File: config.mk
export PLATFORM = sky130hd
export DESIGN_NAME = fault_log_and_mask_registers
export DESIGN_NICKNAME = d
export VERILOG_FILES = /design/src/hdl/fault_log_pkg.sv /design/src/hdl/fault_log_and_mask_registers.sv /design/src/hdl/source_change_detect.sv
export SDC_FILE = /design/constraint.sdc
export NUM_CORES = 1
export LEC_CHECK = 0
export ABC_CLOCK_PERIOD_IN_PS = 1900
export BUFFER_PORTS_ARGS = -buffer_cell sky130_fd_sc_hd__buf_2
export CAP_MARGIN = 20
export CORE_ASPECT_RATIO = 0.6
export CORE_MARGIN = 4
export CORE_UTILIZATION = 57
export DETAILED_ROUTE_END_ITERATION = 16
export PLACE_DENSITY = 0.82
export SLEW_MARGIN = 30
export SYNTH_ARGS = -nofsm -noshare
export SYNTH_HDL_FRONTEND = slang
export SYNTH_HIERARCHICAL = 1
export SYNTH_SLANG_ARGS = --single-unit
File: constraint.sdc
create_clock -name ref_clk -period 1.9 [get_ports ref_clk]
set_input_delay 0.095 -clock ref_clk [delete_from_list [all_inputs] [get_ports ref_clk]]
set_output_delay 0.095 -clock ref_clk [all_outputs]
set_load 0.01 [all_outputs]
File: src/hdl/fault_log_pkg.sv
// constants and carrier types for the fault log and mask register bank
package fault_log_pkg;

    // ------------------------------------------------------------
    // register offsets
    // ------------------------------------------------------------
    localparam logic [7:0] SUPPLY_ERROR_MASK_ADDR = 8'h9D;
    localparam logic [7:0] INPUT_ERROR_MASK_ADDR  = 8'h9E;
    localparam logic [7:0] SUPPLY_FAULT_LOG_ADDR  = 8'hDC;
    localparam logic [7:0] INPUT_FAULT_LOG_ADDR   = 8'hDD;

    // ------------------------------------------------------------
    // field layout and reset values
    // ------------------------------------------------------------
    localparam int         SUPPLY_COUNT     = 7;
    localparam int         LOGIC_COUNT      = 4;
    localparam int         SOURCE_COUNT     = 12;
    localparam int         SUMMARY_BIT      = 7;
    localparam int         WATCHDOG_BIT     = 4;
    localparam logic [7:0] SUPPLY_MASK_BITS = 8'h7F;
    localparam logic [7:0] INPUT_MASK_BITS  = 8'h1F;
    localparam logic [7:0] REG_RESET        = 8'h00;

    // supply bits 6..0: positive 4,3,2,1, high voltage, bipolar 2,1
    typedef struct packed {
        logic       watchdog_detector_output;
        logic [3:0] general_logic_input;
        logic [6:0] supply_fault_detector;
    } fault_sources_s;

    typedef struct packed {
        logic [7:0] addr;
        logic       wr;
        logic       rd;
        logic [7:0] wdata;
    } reg_request_s;

endpackage

File: src/hdl/fault_log_and_mask_registers.sv
// fault log and error mask register bank of the supply supervisor
//
// Behaviour
// - summary bit 7 of supply log set when any monitored change logged since read
// - supply log bits 6..0: positive four..one, high voltage, bipolar two, one
// - input log bits 3..0 set when logic inputs four..one changed since read
// - input log bit 4 set when watchdog output changed since last read
// - both fault logs read-only, zero after reset
// - supply mask bits 6..0 stop matching supply faults being logged
// - input mask bit 4 stops watchdog changes being logged
// - input mask bits 3..0 stop logic input changes being logged
// - both masks read/write, zero after reset, nothing masked
// - reading the input fault log clears the latched fault contents
// - summary bit has no mask bit; masks never hide it directly
// - log changes either direction; freeze contents once summary bit set
`timescale 1ns/1ps
module fault_log_and_mask_registers
    import fault_log_pkg::*;
(
    input  wire logic                           ref_clk,
    input  wire logic                           reset,
    input  wire fault_log_pkg::fault_sources_s  sources,
    input  wire fault_log_pkg::reg_request_s    request,
    output logic      [7:0]                     reg_rdata,
    output logic                                any_fault_summary
);
    import fault_log_pkg::*;

    typedef struct packed {
        logic [7:0] supply_error_mask;
        logic [7:0] input_error_mask;
        logic [7:0] supply_fault_log;
        logic [7:0] input_fault_log;
        logic [7:0] rdata;
    } bank_state_s;

    bank_state_s             state;
    bank_state_s             next_state;
    logic [SOURCE_COUNT-1:0] level;
    logic [SOURCE_COUNT-1:0] change;
    logic [SOURCE_COUNT-1:0] unmasked;
    logic [SOURCE_COUNT-1:0] event_vec;
    logic                    any_event;
    logic                    log_read;

    // ------------------------------------------------------------
    // source synchronising and change detection
    // ------------------------------------------------------------
    source_change_detect u_detect (
        .ref_clk (ref_clk),
        .reset   (reset),
        .raw     (sources),
        .level   (level),
        .change  (change)
    );

    // ------------------------------------------------------------
    // masking
    // ------------------------------------------------------------
    assign unmasked  = ~{state.input_error_mask[WATCHDOG_BIT:0],
                         state.supply_error_mask[SUPPLY_COUNT-1:0]};
    assign event_vec = change & unmasked;
    assign any_event = |event_vec;

    function automatic logic addr_is(input logic [7:0] a, input logic [7:0] target);
        addr_is = (a == target);
    endfunction

    assign log_read = request.rd && addr_is(request.addr, INPUT_FAULT_LOG_ADDR);

    // ------------------------------------------------------------
    // combinational next state
    // ------------------------------------------------------------
    always_comb begin
        next_state = state;

        // mask writes; log registers take no writes
        if (request.wr && addr_is(request.addr, SUPPLY_ERROR_MASK_ADDR)) begin
            next_state.supply_error_mask = request.wdata & SUPPLY_MASK_BITS;
        end else if (request.wr && addr_is(request.addr, INPUT_ERROR_MASK_ADDR)) begin
            next_state.input_error_mask = request.wdata & INPUT_MASK_BITS;
        end

        // read data is sampled before the clear takes effect
        if (!request.rd) begin
            next_state.rdata = state.rdata;
        end else if (addr_is(request.addr, SUPPLY_ERROR_MASK_ADDR)) begin
            next_state.rdata = state.supply_error_mask;
        end else if (addr_is(request.addr, INPUT_ERROR_MASK_ADDR)) begin
            next_state.rdata = state.input_error_mask;
        end else if (addr_is(request.addr, SUPPLY_FAULT_LOG_ADDR)) begin
            next_state.rdata = state.supply_fault_log;
        end else if (addr_is(request.addr, INPUT_FAULT_LOG_ADDR)) begin
            next_state.rdata = state.input_fault_log;
        end else begin
            next_state.rdata = REG_RESET;
        end

        // an event in the clearing cycle is logged afresh, so it is not lost
        if (log_read) begin
            next_state.supply_fault_log = REG_RESET;
            next_state.input_fault_log  = REG_RESET;
        end
        if ((log_read || !state.supply_fault_log[SUMMARY_BIT]) && any_event) begin
            next_state.supply_fault_log[SUMMARY_BIT] = 1'b1;
            // supply bits hold the detector level seen at the logged change
            next_state.supply_fault_log[SUPPLY_COUNT-1:0] =
                level[SUPPLY_COUNT-1:0] & unmasked[SUPPLY_COUNT-1:0];
            next_state.input_fault_log[WATCHDOG_BIT:0] =
                event_vec[SOURCE_COUNT-1:SUPPLY_COUNT];
        end
    end

    assign reg_rdata         = state.rdata;
    assign any_fault_summary = state.supply_fault_log[SUMMARY_BIT];

    // ------------------------------------------------------------
    // registers
    // ------------------------------------------------------------
    always_ff @(posedge ref_clk) begin
        if (reset) begin
            state <= '0;
        end else begin
            state <= next_state;
        end
    end
endmodule

File: src/hdl/source_change_detect.sv
// synchroniser and change detector for the monitored sources
`timescale 1ns/1ps
module source_change_detect
    import fault_log_pkg::*;
(
    input  wire logic                    ref_clk,
    input  wire logic                    reset,
    input  wire logic [SOURCE_COUNT-1:0] raw,
    output logic      [SOURCE_COUNT-1:0] level,
    output logic      [SOURCE_COUNT-1:0] change
);
    typedef struct packed {
        logic [SOURCE_COUNT-1:0] sync1;
        logic [SOURCE_COUNT-1:0] sync2;
        logic [SOURCE_COUNT-1:0] prev;
        logic [1:0]              primed;
    } detect_state_s;

    detect_state_s state;
    detect_state_s next_state;

    // ------------------------------------------------------------
    // combinational next state
    // ------------------------------------------------------------
    always_comb begin
        next_state        = state;
        next_state.sync1  = raw;
        next_state.sync2  = state.sync1;
        next_state.prev   = state.sync2;
        next_state.primed = (state.primed == 2'h3) ? 2'h3 : state.primed + 2'h1;
    end

    // priming waits until prev holds a real sample, so the level at release is the baseline
    assign level  = state.sync2;
    assign change = (state.primed == 2'h3) ? (state.sync2 ^ state.prev) : '0;

    // ------------------------------------------------------------
    // registers
    // ------------------------------------------------------------
    always_ff @(posedge ref_clk) begin
        if (reset) begin
            state <= '0;
        end else begin
            state <= next_state;
        end
    end
endmodule

==> Flow_metrics.wiki <==
{| class="wikitable"
! Metric !! Value
|-
| Leading cell type in the layout, fill and taps excluded || sky130_fd_sc_hd__dfxtp_1
|-
| Hold path start || request[4]
|-
| Synthesized area per cell || 10.3 um^2
|-
| Number of iterations in the first detailed-routing pass || 6
|-
| Reg-to-Reg Start || u_detect/state[1]
|-
| Post-DP HPWL || 4.47 mm
|-
| Critical Path AT || 1.98 ns
|-
| Via count || 2,278
|-
| Die Footprint || 6790 um^2
|-
| Worst slew margin || 64.7%
|-
| Total of warnings raised by yosys || 6
|-
| Count of buffers from port buffering || 39
|-
| Number of antenna-violating nets in the routed design || 0
|-
| Type of the tightest min-delay check || in -> reg
|-
| Die height || 65.4 um
|-
| P per Cell Area || 865 nW/um^2
|-
| Slew at the pin closest to its max-slew limit || 0.527 ns
|-
| Required arrival time at the worst endpoint || 2.10 ns
|-
| Global-route wire length before repair || 11.1 mm
|-
| Register-to-register path setup slack || 0.12 ns
|-
| Area growth, synth to finish || 15.5%
|-
| End point of the most critical hold path || state[28]
|-
| Number of placement rows || 20
|-
| Diodes inserted || 0
|-
| Synthesized net count || 335
|-
| Final worst-path cycle share || 93.6%
|-
| Final setup violation count || 0
|-
| Routed WL || 6.72 mm
|-
| Hold depth || 3
|-
| Number of cells after detailed placement || 382
|-
| Overflow left after global routing || 0
|-
| Proportion of layout cells with a drive suffix above 1 || 27.2%
|-
| Area occupied by registers || 1420 um^2
|-
| Overall global routing resource usage || 21.1%
|-
| Multi-input gate area in the final layout || 1440 um^2
|-
| Detailed-route DRC error count || 0
|-
| Total Nets Final || 374
|-
| Worst VDD drop || 0.607 mV
|-
| Non-filler cells in the finished layout || 412
|-
| Final estimated routing congestion in global placement || 0.932
|-
| Post-route core utilization || 69.9%
|-
| Clk Tree Root Cell || sky130_fd_sc_hd__clkbuf_8
|-
| Fill count || 406
|-
| Highest clock rate || 562 MHz
|-
| Top-level I/O count || 41
|-
| Largest net degree at the start of global routing || 51
|-
| Total chip power || 3.13 mW
|-
| Path depth of the worst reg2reg path || 8
|-
| Post-route cell area || 3620 um^2
|-
| Die Width || 104 um
|-
| Netlist Area Pre-Place || 3130 um^2
|-
| Number of violations of the max-capacitance limit || 0
|-
| Largest buffer count on any clock path || 2
|-
| Cells after synthesis || 303
|-
| CP Class || reg -> reg
|-
| Critical path startpoint category || flop
|-
| Number of global-route vias before repair || 2,249
|-
| Initial Util || 60.5%
|-
| Biggest fanout along the worst timing path || 12
|-
| Clock Sink Count || 71
|-
| Slew Viols, Final || 0
|-
| Top library cells by usage in the layout, fill and taps aside || 71 x sky130_fd_sc_hd__dfxtp_1, 38 x sky130_fd_sc_hd__buf_2, 29 x sky130_fd_sc_hd__nor2_1
|-
| Core box area || 5180 um^2
|-
| Crit end category || flop
|-
| Insertion delay of the later-clocked pin in the worst-skew pair || 0.34 ns
|-
| Leakage || 1.46 nW
|-
| Number of antenna violations at the first check in global routing || 0
|-
| Count of H-tree levels built during CTS || 3
|-
| Clock tree from TritonCTS || yes
|-
| Inserted Clock Buffers || 9
|-
| Count of routing violations after the opening detailed-route iteration || 242
|-
| Final routed wire length divided by cell count || 16.3 um
|-
| Clock transition time at the flip-flop clock pins of the worst setup and hold paths || 0.07 ns
|-
| Final worst clock skew || 0.00646 ns
|-
| Final Hold Vio Count || 0
|-
| Status || finished clean
|-
| Final-layout setup total negative slack || 0 ns
|-
| Detail-routed via count per cell || 5.53
|-
| Final min period || 1.78 ns
|-
| Post-placement cell area || 3240 um^2
|-
| Worst reg2reg endpoint || state[11]
|}
[sequential cells by signal (all words and copies together) (netlist names)]
name,count
any_fault_summary,1
u_detect/state,14
reg_rdata,8
state,24
u_detect/next_state,12
u_detect/level,12
[worst max path at each step]
stage	start	to	slack [ns]	cells past startpoint
2_1_floorplan	u_detect/state[0]	state[18]	0.33	9
3_3_place_gp	u_detect/state[0]	state[17]	-0.09	7
3_5_place_dp	u_detect/state[0]	state[11]	-0.24	7
4_1_cts	u_detect/state[0]	state[11]	0.02	7
5_1_grt	u_detect/state[0]	state[11]	-0.01	8
6_report	u_detect/state[1]	state[11]	0.12	8
[worst max-delay path, stage by stage, from the launching register on]
cell,delay (ns)
sky130_fd_sc_hd__dfxtp_1,0.40
sky130_fd_sc_hd__nand2_4,0.12
sky130_fd_sc_hd__nor2_1,0.15
sky130_fd_sc_hd__inv_1,0.05
sky130_fd_sc_hd__o2111ai_1,0.24
sky130_fd_sc_hd__nor3_2,0.09
sky130_fd_sc_hd__buf_4,0.15
sky130_fd_sc_hd__nor2_4,0.29
sky130_fd_sc_hd__o22ai_1,0.15
[power by group]
group	internal (mW)	total [mW]	switching [mW]
Sequential	1.53	1.56	0.0288
Clock	0.764	1.28	0.516
Combinational	0.145	0.289	0.144
Total	2.44	3.13	0.689
[timing repair]
action | 4_1_cts | 5_1_grt
setup buffers | 0 | 1
gates resized for setup | 1 | 3
pin swaps | 0 | 1
hold buffers | 14 | 0
gates cloned | 0 | 0
setup endpoints to repair | 12 | 12
hold endpoints to repair | 14 | 0
[per-stage QoR]
step	hold slack [ns]	setup slack [ns]
floorplan	0.220	0.331
detailed placement	0.304	-0.242
finish	0.0163	0.122
CTS	0.00524	0.0203
global placement	0.304	-0.0857
global route	0.0171	-0.0104
[cell type report]
type                            instances  area share (%)
Timing Repair Buffer                   61            11.7
Clock buffer                           11            3.91
Clock inverter                          4            1.94
Multi-Input combinational cell        188            39.8
Tap cell                               66            2.28
Inverter                               11            1.14
Sequential cell                        71            39.3
[per-layer routing]
layer | wire length, um | share of wire (%) | up-vias | global-route usage (%)
met2 | 2870 | 43 | 100 | 30.7
met4 | 157 | 2.3 | 0 | 6.80
met3 | 672 | 10 | 23 | 10.3
met5 | 0 | 0 | - | 0
li1 | - | - | 1083 | -
met1 | 3010 | 45 | 1072 | 27.6
No activity file was read; power rests on OpenSTA's default activity.
